==> src/core/tsc_pkg.sv <==
/*
 * Shared constants and types for the teleprinter serial controller.
 * Assumes a single 125 MHz clock and a classic Wishbone master with 32-bit data.
 */
package tsc_pkg;

    // Clock and line rate; the bit period is derived from them.
    localparam int unsigned CLK_HZ         = 125_000_000;
    localparam int unsigned BAUD_RATE      = 110;
    localparam int unsigned BIT_CYCLES_DEF = CLK_HZ / BAUD_RATE;
    localparam int unsigned CNT_W          = 21;

    // Frame layout: one start unit, eight data bits, two stop units.
    localparam int unsigned BYTE_W       = 8;
    localparam int unsigned FRAME_UNITS  = 11;
    localparam logic [3:0]  TX_SRV_UNIT  = 4'h8;   // Index of unit 9, the eighth data bit.
    localparam logic [3:0]  TX_LAST_UNIT = 4'hA;
    localparam logic [2:0]  RX_LAST_BIT  = 3'h7;
    localparam logic        LINE_MARK    = 1'b1;
    localparam logic        LINE_SPACE   = 1'b0;
    localparam logic [1:0]  STOP_UNITS   = 2'h3;

    // Wishbone address fields: station in [11:4], operation in [3:2].
    localparam int unsigned ADR_W       = 12;
    localparam int unsigned ADR_OP_LSB  = 2;
    localparam int unsigned ADR_STN_LSB = 4;
    localparam logic [1:0]  OP_DATA     = 2'h0;
    localparam logic [1:0]  OP_CTRL     = 2'h1;
    localparam logic [1:0]  OP_ADDR     = 2'h2;
    localparam logic [1:0]  OP_STAT     = 2'h3;
    localparam logic [7:0]  STATION_DEF = 8'h02;
    localparam logic [7:0]  STN_RX_OFS  = 8'h01;
    localparam logic [23:0] DAT_PAD     = 24'h000000;

    // Command words and the bit that carries each action.
    localparam logic [7:0]  CMD_START     = 8'h01;
    localparam logic [7:0]  CMD_STOP      = 8'h02;
    localparam logic [7:0]  CMD_INH       = 8'h04;
    localparam logic [7:0]  CMD_START_INH = 8'h05;
    localparam logic [7:0]  CMD_STOP_INH  = 8'h06;
    localparam logic [7:0]  CMD_ALLOW     = 8'h08;
    localparam logic [7:0]  CMD_START_ALW = 8'h09;
    localparam logic [7:0]  CMD_STOP_ALW  = 8'h0A;
    localparam int unsigned CB_START      = 0;
    localparam int unsigned CB_STOP       = 1;
    localparam int unsigned CB_INH        = 2;
    localparam int unsigned CB_ALLOW      = 3;

    // One-hot state codes.
    typedef enum logic [1:0] {
        TX_IDLE = 2'b01,
        TX_SEND = 2'b10
    } tsc_tx_state_t;

    typedef enum logic [3:0] {
        RX_IDLE  = 4'b0001,
        RX_START = 4'b0010,
        RX_DATA  = 4'b0100,
        RX_STOP  = 4'b1000
    } tsc_rx_state_t;

    // Status byte read at the status operation.
    typedef struct packed {
        logic online;
        logic reader_run;
        logic tx_busy;
        logic tx_ie;
        logic tx_srv;
        logic rx_ie;
        logic rx_req;
        logic rx_valid;
    } tsc_status_t;

endpackage

==> src/core/tsc_ctrl.sv <==
/*
 * Teleprinter serial controller: receiver and transmitter sections behind a
 * classic Wishbone slave, each with its own interrupt request line.
 * Assumes rxd and online come from the terminal asynchronously and that the
 * Wishbone master holds each request until it samples ack or err.
 */
// Implementation choices: the placing of the registers and the Wishbone slave port.
// Summary of operation
// Eleven-unit start-stop frames at 110 baud.
// Bytes parallel to host, serial to terminal.
// Transmitter at even station, receiver next odd.
// Keyboard always accepted online; reader under command.
// Data-out refused while previous byte serialises.
// Each section has own mode and request.
// Reset suppresses requests and inhibits reader.
// Reset leaves transmitter needing service, request suppressed.
// Data-out or address-in drops transmitter request.
// No new request until next byte sent.
// Inhibit suppresses pending request; allow releases it.
// Receiver requests per character until served.
// Unread byte discarded when next character starts.
// Data-in refused without a valid byte.
// Transmitter request after eighth data bit.
// Inhibited receiver: no request, address-in ignored.
// Inhibited receiver: first data-in takes byte.
// Inhibited transmitter: no request, address-in ignored.
// Every valid command word is acknowledged; the transmitter station acknowledges only inhibit and allow.
// Host sends only the eight valid commands.
// Keyboard characters carry eighth bit set.
// Command bits: start, stop, inhibit, allow.
// Stop reader after one further character.
// Byte MSB on line eight, LSB line fifteen.
// Data-in clears receiver request and service.
// Start, eight data LSB first, two stops.
// Start found on falling edge, mid-unit sampling.
`timescale 1ns/1ps

module tsc_ctrl
    import tsc_pkg::*;
#(
    parameter int unsigned BIT_CYCLES = BIT_CYCLES_DEF,
    parameter logic [7:0]  STATION    = STATION_DEF
) (
    input  wire logic              clk,
    input  wire logic              rst,
    input  wire logic              wb_cyc_i,
    input  wire logic              wb_stb_i,
    input  wire logic              wb_we_i,
    input  wire logic [ADR_W-1:0]  wb_adr_i,
    input  wire logic [3:0]        wb_sel_i,
    input  wire logic [31:0]       wb_dat_i,
    output logic      [31:0]       wb_dat_o,
    output logic                   wb_ack_o,
    output logic                   wb_err_o,
    output logic                   rx_irq,
    output logic                   tx_irq,
    output logic                   txd,
    input  wire logic              rxd,
    input  wire logic              online,
    output logic                   reader_run
);

    localparam logic [CNT_W-1:0] BIT_LOAD  = CNT_W'(BIT_CYCLES - 1);
    localparam logic [CNT_W-1:0] HALF_LOAD = CNT_W'(BIT_CYCLES / 2 - 1);

    // Complete state of the block.
    typedef struct packed {
        logic                   ack;
        logic                   err;
        logic [BYTE_W-1:0]      dat;
        tsc_tx_state_t          tx_st;
        logic [FRAME_UNITS-1:0] tx_shift;
        logic [3:0]             tx_unit;
        logic [CNT_W-1:0]       tx_cnt;
        logic                   tx_srv;
        logic                   tx_ie;
        logic                   txd;
        tsc_rx_state_t          rx_st;
        logic [BYTE_W-1:0]      rx_shift;
        logic [2:0]             rx_bits;
        logic [CNT_W-1:0]       rx_cnt;
        logic [BYTE_W-1:0]      rx_data;
        logic                   rx_valid;
        logic                   rx_req;
        logic                   rx_ie;
        logic                   rd_run;
        logic                   rd_stop_pend;
        logic                   rxd_s1;
        logic                   rxd_s2;
        logic                   rxd_prev;
        logic                   onl_s1;
        logic                   onl_s2;
    } tsc_state_t;

    tsc_state_t  s_reg;
    tsc_state_t  s_next;
    tsc_status_t status;

    logic              req_new;
    logic [1:0]        op;
    logic [7:0]        stn;
    logic [7:0]        rx_stn;
    logic [7:0]        cmd;
    logic              hit_tx;
    logic              hit_rx;
    logic              wr_byte;
    logic              tx_dout;
    logic              rx_din;
    logic              cmd_rx_ok;
    logic              rx_fall;

    // Address decode; the receiver sits one above the transmitter.
    assign req_new = wb_cyc_i && wb_stb_i && !s_reg.ack && !s_reg.err;
    assign op      = wb_adr_i[ADR_OP_LSB +: 2];
    assign stn     = wb_adr_i[ADR_STN_LSB +: 8];
    assign rx_stn  = 8'(STATION + STN_RX_OFS);
    assign hit_tx  = (stn == STATION);
    assign hit_rx  = (stn == rx_stn);
    assign cmd     = wb_dat_i[BYTE_W-1:0];
    assign wr_byte = wb_we_i && wb_sel_i[0];
    assign tx_dout = (op == OP_DATA) && wr_byte && hit_tx;
    assign rx_din  = (op == OP_DATA) && !wb_we_i && hit_rx;
    assign rx_fall = s_reg.onl_s2 && s_reg.rxd_prev && !s_reg.rxd_s2;

    // Valid receiver command words.
    always_comb begin
        case (cmd)
            CMD_START, CMD_STOP, CMD_INH, CMD_START_INH,
            CMD_STOP_INH, CMD_ALLOW, CMD_START_ALW, CMD_STOP_ALW: cmd_rx_ok = 1'b1;
            default: cmd_rx_ok = 1'b0;
        endcase
    end

    // Status byte shows the live state of both sections.
    always_comb begin
        status.online     = s_reg.onl_s2;
        status.reader_run = s_reg.rd_run;
        status.tx_busy    = (s_reg.tx_st == TX_SEND);
        status.tx_ie      = s_reg.tx_ie;
        status.tx_srv     = s_reg.tx_srv;
        status.rx_ie      = s_reg.rx_ie;
        status.rx_req     = s_reg.rx_req;
        status.rx_valid   = s_reg.rx_valid;
    end

    // Next state: bus operations first, then the engines, so hardware sets win.
    always_comb begin
        s_next        = s_reg;
        s_next.ack    = 1'b0;
        s_next.rxd_s1 = rxd;
        s_next.rxd_s2 = s_reg.rxd_s1;
        s_next.rxd_prev = s_reg.rxd_s2;
        s_next.onl_s1 = online;
        s_next.onl_s2 = s_reg.onl_s1;

        if (req_new) begin
            if (tx_dout) begin
                if (s_reg.onl_s2 && s_reg.tx_st == TX_IDLE) begin
                    s_next.ack      = 1'b1;
                    s_next.tx_shift = {STOP_UNITS, cmd, LINE_SPACE};
                    s_next.tx_st    = TX_SEND;
                    s_next.tx_unit  = '0;
                    s_next.tx_cnt   = BIT_LOAD;
                    s_next.tx_srv   = 1'b0;
                end
            end else if (rx_din) begin
                if (s_reg.rx_valid) begin
                    s_next.ack      = 1'b1;
                    s_next.dat      = s_reg.rx_data;
                    s_next.rx_valid = 1'b0;
                    s_next.rx_req   = 1'b0;
                end
            end else if (op == OP_CTRL && wr_byte && hit_rx) begin
                if (cmd_rx_ok) begin
                    s_next.ack = 1'b1;
                    if (cmd[CB_START]) begin
                        s_next.rd_run       = 1'b1;
                        s_next.rd_stop_pend = 1'b0;
                    end
                    if (cmd[CB_STOP]) begin
                        s_next.rd_stop_pend = 1'b1;
                    end
                    if (cmd[CB_INH]) begin
                        s_next.rx_ie = 1'b0;
                    end
                    if (cmd[CB_ALLOW]) begin
                        s_next.rx_ie = 1'b1;
                    end
                end
            end else if (op == OP_CTRL && wr_byte && hit_tx) begin
                if (cmd == CMD_INH || cmd == CMD_ALLOW) begin
                    s_next.ack   = 1'b1;
                    s_next.tx_ie = (cmd == CMD_ALLOW);
                end
            end else if (op == OP_ADDR && !wb_we_i && (hit_tx || hit_rx)) begin
                if (s_reg.rx_ie && s_reg.rx_req) begin
                    s_next.ack    = 1'b1;
                    s_next.dat    = rx_stn;
                    s_next.rx_req = 1'b0;
                end else if (s_reg.tx_ie && s_reg.tx_srv) begin
                    s_next.ack    = 1'b1;
                    s_next.dat    = STATION;
                    s_next.tx_srv = 1'b0;
                end
            end else if (op == OP_STAT && !wb_we_i && (hit_tx || hit_rx)) begin
                s_next.ack = 1'b1;
                s_next.dat = status;
            end
        end
        s_next.err = req_new && !s_next.ack;

        // Transmitter: shift the frame out one unit per bit period.
        case (s_reg.tx_st)
            TX_IDLE: begin
                s_next.txd = LINE_MARK;
            end
            TX_SEND: begin
                s_next.txd = s_reg.tx_shift[0];
                if (s_reg.tx_cnt == '0) begin
                    s_next.tx_cnt   = BIT_LOAD;
                    s_next.tx_shift = {LINE_MARK, s_reg.tx_shift[FRAME_UNITS-1:1]};
                    if (s_reg.tx_unit == TX_SRV_UNIT) begin
                        s_next.tx_srv = 1'b1;
                    end
                    if (s_reg.tx_unit == TX_LAST_UNIT) begin
                        s_next.tx_st = TX_IDLE;
                    end else begin
                        s_next.tx_unit = 4'(s_reg.tx_unit + 4'h1);
                    end
                end else begin
                    s_next.tx_cnt = CNT_W'(s_reg.tx_cnt - 1'b1);
                end
            end
            default: begin
                s_next.tx_st = TX_IDLE;
            end
        endcase

        // Receiver: find the start edge, then sample the start and data units at mid-point.
        case (s_reg.rx_st)
            RX_IDLE: begin
                if (rx_fall) begin
                    s_next.rx_st    = RX_START;
                    s_next.rx_cnt   = HALF_LOAD;
                    s_next.rx_valid = 1'b0;
                    s_next.rx_req   = 1'b0;
                end
            end
            RX_START: begin
                if (s_reg.rx_cnt == '0) begin
                    s_next.rx_st   = (s_reg.rxd_s2 == LINE_SPACE) ? RX_DATA : RX_IDLE;
                    s_next.rx_cnt  = BIT_LOAD;
                    s_next.rx_bits = '0;
                end else begin
                    s_next.rx_cnt = CNT_W'(s_reg.rx_cnt - 1'b1);
                end
            end
            RX_DATA: begin
                if (s_reg.rx_cnt == '0) begin
                    s_next.rx_shift = {s_reg.rxd_s2, s_reg.rx_shift[BYTE_W-1:1]};
                    s_next.rx_cnt   = BIT_LOAD;
                    if (s_reg.rx_bits == RX_LAST_BIT) begin
                        s_next.rx_st = RX_STOP;
                    end else begin
                        s_next.rx_bits = 3'(s_reg.rx_bits + 3'h1);
                    end
                end else begin
                    s_next.rx_cnt = CNT_W'(s_reg.rx_cnt - 1'b1);
                end
            end
            RX_STOP: begin
                if (s_reg.rx_cnt == '0) begin
                    s_next.rx_st    = RX_IDLE;
                    s_next.rx_data  = s_reg.rx_shift;
                    s_next.rx_valid = 1'b1;
                    s_next.rx_req   = 1'b1;
                    if (s_reg.rd_stop_pend) begin
                        s_next.rd_run       = 1'b0;
                        s_next.rd_stop_pend = 1'b0;
                    end
                end else begin
                    s_next.rx_cnt = CNT_W'(s_reg.rx_cnt - 1'b1);
                end
            end
            default: begin
                s_next.rx_st = RX_IDLE;
            end
        endcase
    end

    // State register; reset suppresses requests and parks the reader.
    always_ff @(posedge clk or posedge rst) begin
        if (rst) begin
            s_reg              <= '0;
            s_reg.tx_st        <= TX_IDLE;
            s_reg.rx_st        <= RX_IDLE;
            s_reg.tx_srv       <= 1'b1;
            s_reg.tx_shift     <= '1;
            s_reg.txd          <= LINE_MARK;
            s_reg.rxd_s1       <= LINE_MARK;
            s_reg.rxd_s2       <= LINE_MARK;
            s_reg.rxd_prev     <= LINE_MARK;
        end else begin
            s_reg <= s_next;
        end
    end

    // Outputs; each request is gated by its section's own mode.
    assign wb_ack_o   = s_reg.ack;
    assign wb_err_o   = s_reg.err;
    assign wb_dat_o   = {DAT_PAD, s_reg.dat};
    assign txd        = s_reg.txd;
    assign reader_run = s_reg.rd_run;
    assign rx_irq     = s_reg.rx_ie && s_reg.rx_req;
    assign tx_irq     = s_reg.tx_ie && s_reg.tx_srv;
endmodule // tsc_ctrl

==> config.mk <==
export PLATFORM = sky130hd
export DESIGN_NAME = tsc_ctrl
export DESIGN_NICKNAME = d
export VERILOG_FILES = /design/src/core/tsc_pkg.sv /design/src/core/tsc_ctrl.sv
export SDC_FILE = /design/constraint.sdc
export NUM_CORES = 1
export LEC_CHECK = 0
export ABC_AREA = 1
export BUFFER_PORTS_ARGS = -buffer_cell sky130_fd_sc_hd__buf_2
export CAP_MARGIN = 15
export CORE_ASPECT_RATIO = 1.25
export CORE_MARGIN = 2
export CORE_UTILIZATION = 52
export DETAILED_ROUTE_END_ITERATION = 8
export PLACE_DENSITY = 0.77
export SYNTH_ARGS = -nofsm -noshare
export SYNTH_HDL_FRONTEND = slang
export SYNTH_SLANG_ARGS = --single-unit
==> constraint.sdc <==
create_clock -name clk -period 3.1 [get_ports clk]
set_clock_uncertainty 0.2 [all_clocks]
set_input_delay 0 -clock clk [delete_from_list [all_inputs] [get_ports clk]]
set_output_delay 0 -clock clk [all_outputs]
set_load 0.05 [all_outputs]
* After elaboration in Yosys (flattened, before gate mapping) *
Memory sizes are Yosys's and may differ from the RTL's.
Index checks and enable logic that the tools add are counted.

word-level totals
  register bits after elaboration = 105
  memory bits (read-only) = 16
  input bits = 55
  output and inout port bits = 38
  logic and storage cells = 190
  memories = 1

memories
  memory           words  bits a word  read ports  clocked after Yosys merged registers in  wr ports  RTL line         source
  (no name shown)  16     1            1           0                                        0         tsc_ctrl.sv:127  case (cmd)

cells by class
  add/subtract/negate cells = 4
  eq/ne operators = 27
  muxes and demuxes = 80
  bitwise gates (word level) = 3
  reductions and logical operators = 50

operators with widths
  operator                                              count
  2-to-1 mux 21 bit                                     4
  2-to-1 mux 8 bit                                      8
  one-hot mux 21 bit (3 select lines)                   1
  zero test 21 bit                                      2
  subtractor 21 x 1 -> 21 bit (second input constant)   2
  2-to-1 mux 40 bit                                     1
  2-to-1 mux 39 bit                                     1
  2-to-1 mux 38 bit                                     1
  2-to-1 mux 37 bit                                     1
  2-to-1 mux 1 bit                                      34
  logical AND 1 bit                                     21
  2-to-1 mux 4 bit                                      5
  inequality test 2 bit (second input constant)         10
  2-to-1 mux 2 bit                                      9
  2-to-1 mux 3 bit                                      6
  2-to-1 mux 17 bit                                     1
  equality test 8 x 2 -> 1 bit (second input constant)  2
  one-hot mux 4 bit (4 select lines)                    1
  2-to-1 mux 15 bit                                     1
  equality test 4 bit (second input constant)           3
  AND reduction 6 bit                                   2
  nonzero test 2 bit                                    6
  2-to-1 mux 5 bit                                      2
  equality test 8 x 3 -> 1 bit (second input constant)  1
  25 further kinds                                      39

* Longest topological paths before layout *
  depth in word-level cells = 12
  mapped depth = 12
  depth with buffers taken out = 12

* Worst setup path after synthesis *
OpenSTA, ideal clock, no wires.

  path type = reg-to-reg
  from = register s_reg, in the netlist wb_ack_o
  to = register s_reg, in the netlist wb_dat_o[2]
  setup time = 118 ps
  data arrival time = 1600 ps
  required time = 2782 ps
  slack = 1182 ps
  stages on the path, launching flop included = 9
  buffers on the path = 0
  period minus slack after synthesis = 1918 ps
  path through = dfrtp_1 > nor2_1 > nand3_1 > inv_1 > nand2_1 > nor2_2 > nand2_2 > nor2_1 > nor2_1

on the way
  word-level cells in the longest chain between the ends = 4

RTL lines
  what                                  RTL line         source
  start, declared                       tsc_ctrl.sv:95   tsc_state_t s_reg;
  start signal, assigned                tsc_ctrl.sv:304  s_reg <= s_next;
  zero test 1 bit                       tsc_ctrl.sv:113  assign req_new = wb_cyc_i && wb_stb_i && !s_reg.ack && !s_reg.err;
  logical AND 1 bit (2 in a row)        tsc_ctrl.sv:113
  AND reduction 7 bit (no source line)  --

No other way between the ends.
A chain may end at the register's enable or synchronous reset.

* Final worst setup path *
  from = input wb_adr_i[6]
  to = register s_reg[7] in the netlist's numbering

on the way
  word-level cells in the longest chain between the ends = 4
  elaborated cells on any way between the ends = 8
  classes of those cells = 2 x eq/ne; 2 x bitwise; 4 x reduce/logical

RTL lines
  what                                             RTL line                          source
  start, declared                                  tsc_ctrl.sv:49                    input wire logic [ADR_W-1:0] wb_adr_i,
  equality test 8 x 2 -> 1 bit (on tied branches)  tsc_ctrl.sv:118, tsc_ctrl.sv:117
  logical AND 1 bit (on tied branches)             tsc_ctrl.sv:122, tsc_ctrl.sv:121
  NOT 1 bit (no source line)                       --
  AND reduction 6 bit (no source line) *           --

Every way passes the cells marked *; elsewhere a longest branch is shown, timed or not.

==> summary by stage <==
STA
The number of endpoints with negative hold slack in the final report is 0. For this run, the top clock speed supported by timing is 358.1 MHz. The worst hold slack after final layout is 0.01608 ns.

The minimum clock period is 2.793 ns. Setup repair after global routing left no endpoint under its margin. The total negative setup slack is 0 ns. The final count of pins violating max slew is 0. The final critical path takes up 90.09% of the cycle. At the pin with the least slew margin, the transition time is 0.5432 ns. The tightest slew margin relative to the limit is 63.78%. The final number of setup-violating endpoints is 0.

Global route
Global routing used 20.77% of the available tracks across all layers. The number of antenna violations at the first check in global routing is 0. The maximum number of pins on one net before global-route repair is 106. Summed over all layers, the global routing overflow is 0.

The number of global-route vias before repair is 4832. The first global-routing pass estimated 21.36 mm of wire.

Job
The count of max-cap constraint violations is 0.

Logic synthesis
Synthesis produced a netlist whose cell count is 805. The post-synthesis cell area is 0.006096 mm^2. Ranked by total cell area, the synthesized netlist is headed by sky130_fd_sc_hd__dfrtp_1 (36%), sky130_fd_sc_hd__nand2_1 (12%), sky130_fd_sc_hd__dfstp_2 (7.8%). Of the synthesized area, sequential elements account for 43.47%. The Yosys step of the flow raised 0 warnings. The top cell type by total area after synthesis is sky130_fd_sc_hd__dfrtp_1. The netlist uses 43 different library cells. In this run the biggest area consumer among cell types represents 35.71% of the synthesized area.

In this run, synthesis inferred 0 flip-flops with an integrated enable. The number of synthesized register bits is 105. In the synthesized netlist the dominant register cell turns out to be sky130_fd_sc_hd__dfrtp_1. The async set or reset register ratio after synthesis is 100.0%.

The average cell area after synthesis is 7.572 um^2.

Detailed routing
The mean number of vias per cell is 5.051. The first-iteration detailed-routing DRC count is 224. Summed over all layers, the routed wires come to 12.42 mm. In this run the remaining antenna-violating nets after routing total 0. The first-pass iteration count of the detailed router is 5. The final route contains 5081 vias. The average wire per standard cell is 12.35 um. The post-route DRC violation count is 0.

Floorplan
The floorplan die height is 125.1 um. After floorplanning, the core was divided into 44 placement rows. The area of the die is 0.01261 mm^2. The width of the die is 100.8 um. The number of primary I/O pins is 93. The total area inside the core boundary comes to 0.01151 mm^2. The initial cell density of the core is 52.98%.

CTS
The cell at the root of the clock tree is sky130_fd_sc_hd__clkbuf_16. After clock tree synthesis, the clock-pin slew on the worst setup and hold paths is 0.07 ns. The CTS tree is built.

CTS saw 105 sinks. The maximum level of the CTS H-tree is 3. The TritonCTS buffer count is 9.

The maximum number of buffers from clock root to sink is 2. The clock latency on the worst-skew pair is 0.35 ns.

Place
The final RePlAce weighted congestion is 0.8250. The detailed placer's ending HPWL is 8.769 mm. During placement, the flow inserted port buffers numbering 39.

Worst setup path
The critical path goes through dlygate4sd3_1, buf_2, nor2_1, dlygate4sd3_1, nand2_1, nor2_1, nand2_1, nor3_1, dlygate4sd3_1, nand2_1, o21ai_0, o21ai_0. The delay of the slowest cell on the worst path is 0.61 ns. The data required time of the critical path is 3.14 ns. STA puts the critical path data arrival time at 2.83 ns. The cell type of the slowest stage on the worst timing path is sky130_fd_sc_hd__dlygate4sd3_1. The cell family contributing the most delay on the critical path is buffers and inverters. Along the worst path, the maximum fanout reaches 3. The worst path buffer plus inverter count is 4. STA classifies the critical path startpoint as an input port. The worst setup path is captured at a flop. The critical path is of the input port to flop type.

Finish
The net count of the finished layout is 929. The share of the core filled with cells is 59.17%. The number of antenna diodes in the final layout is 0. Compared with the post-synthesis result, the final layout area differs by 11.68%.

The share of post-route cells with drive strength above 1 is 13.36%. The number of filler cells placed in the layout is 1056. The number of flip-flops in the largest register is 90.

Pwr
The completed layout was analyzed and its total power is 0.003040 W. The static power due to leakage is 3.381 nW. The power per standard cell area is 446.6 mW/mm^2. VDD sags by at most 0.2227 mV.

Min path
The worst hold path class is input port to flop.

Status
The flow ran to the end, and the final reports show no timing, DRC or antenna violations.
layout make-up:
cell class,count,area (um^2),share of cell area (%)
repair buffers,68,488.0,7.168
flip-flops and latches,105,2650,38.93
multi-input cells,569,2789,40.97
clock inverters,6,52.55,0.7719
inverters,110,416.7,6.120
clock buffers,10,239.0,3.510
well taps,138,172.7,2.536
synthesized netlist by cell type (2+ instances only):
cell,instances
sky130_fd_sc_hd__buf_6,4
sky130_fd_sc_hd__ha_1,11
sky130_fd_sc_hd__xnor2_1,3
sky130_fd_sc_hd__xor2_1,15
sky130_fd_sc_hd__nand3_1,58
sky130_fd_sc_hd__nand2_1,194
sky130_fd_sc_hd__buf_2,5
sky130_fd_sc_hd__a22oi_2,3
sky130_fd_sc_hd__nand2_2,6
sky130_fd_sc_hd__inv_1,105
sky130_fd_sc_hd__o21ai_0,58
sky130_fd_sc_hd__nor2_2,10
sky130_fd_sc_hd__o21ai_1,13
sky130_fd_sc_hd__o211ai_1,7
sky130_fd_sc_hd__nor2_4,4
sky130_fd_sc_hd__nand2_4,4
sky130_fd_sc_hd__and2_1,2
sky130_fd_sc_hd__dfstp_2,18
sky130_fd_sc_hd__or2_2,2
sky130_fd_sc_hd__o22ai_1,4
sky130_fd_sc_hd__nor2_1,100
sky130_fd_sc_hd__inv_2,4
sky130_fd_sc_hd__nor3_1,8
sky130_fd_sc_hd__dfrtp_1,87
sky130_fd_sc_hd__buf_4,33
sky130_fd_sc_hd__a31oi_1,7
sky130_fd_sc_hd__nand4_1,8
sky130_fd_sc_hd__a21oi_1,17
placed cells by master, fill, tap and decap left out, types with 10 or more instances in the layout:
cell type and instances:
sky130_fd_sc_hd__o21ai_0 58, sky130_fd_sc_hd__nor2_2 10, sky130_fd_sc_hd__inv_1 104, sky130_fd_sc_hd__nand2_1 194, sky130_fd_sc_hd__nor2_1 100, sky130_fd_sc_hd__o21ai_1 13, sky130_fd_sc_hd__nand3_1 58, sky130_fd_sc_hd__dlygate4sd3_1 25
sky130_fd_sc_hd__dfrtp_1 87, sky130_fd_sc_hd__a21oi_1 17, sky130_fd_sc_hd__ha_1 11, sky130_fd_sc_hd__xor2_1 15, sky130_fd_sc_hd__dfstp_2 18, sky130_fd_sc_hd__buf_2 39, sky130_fd_sc_hd__conb_1 24
stage by stage:
stage / cell area [um^2] / setup slack (ns) / cells
floorplan: 6182 / 0.1692 / 828
global placement: 6266 / 0.5399 / 965
detailed placement: 6266 / 0.5272 / 965
CTS: 6808 / 0.4150 / 1006
global route: 6808 / 0.1191 / 1006
finish: 6808 / 0.3072 / 1006
logic make-up (layout without fill, tap and decap cells):
family | Yosys count | in the layout | synth area share, %
AND/OR/NAND/NOR | 403 | 403 | 29.08
buffers and inverters | 154 | 194 | 12.19
AO/OA/AOI/OAI | 113 | 113 | 10.34
flip-flops | 105 | 105 | 43.47
XOR/XNOR | 18 | 18 | 2.586
adder cells (fa/ha/maj) | 11 | 11 | 2.258
other | 1 | 24 | 0.06152
repair_timing:
action	in CTS	in global routing
resized for setup	0	0
hold endpoints to repair	122	0
buffers inserted	0	0
hold buffers	25	0
layer usage:
metal  up-vias  GRT usage [%]  routed length, um
met5         -              0                  0
met4         0          7.575                279
met3        17          3.074                404
met2        85          35.29               6170
met1      2371          26.67               5568
li1       2608              -                  -
path summary, 6_finish.rpt:
| kind | startpoint | end | slack [ns] | depth (start not counted) |
|---|---|---|---|---|
| max | wb_adr_i[6] | s_reg[7] | 0.31 | 12 |
| min | wb_sel_i[0] | s_reg[56] | 0.02 | 7 |
| max reg2reg | s_reg[18] | s_reg[26] | 0.54 | 12 |
| min reg2reg | s_next[0] | s_reg[0] | 0.15 | 0 |
| max in group asynchronous | rst | s_next[3] | 2.17 | 4 |
| min in group asynchronous | rst | s_reg[29] | 0.14 | 4 |
worst reg2reg max path, cell delays in order, from the launching register on:
cell and delay, ns:
sky130_fd_sc_hd__dfrtp_1 0.37, sky130_fd_sc_hd__inv_1 0.07, sky130_fd_sc_hd__ha_1 0.24, sky130_fd_sc_hd__nand3_2 0.13, sky130_fd_sc_hd__nor2_2 0.07, sky130_fd_sc_hd__nand2_1 0.13
sky130_fd_sc_hd__nor2_4 0.05, sky130_fd_sc_hd__nand2_2 0.29, sky130_fd_sc_hd__nand2_4 0.24, sky130_fd_sc_hd__nor2_4 0.39, sky130_fd_sc_hd__o21ai_0 0.17, sky130_fd_sc_hd__nand2_1 0.08
sky130_fd_sc_hd__inv_1 0.04
power breakdown:
group	internal (W)	leakage, nW	switching, W
Sequential	0.00144	1.22	0.0000375
Combinational	0.000134	2.02	0.000323
Clock	0.000577	0.137	0.000534
Power figures use the tool's default switching activity.
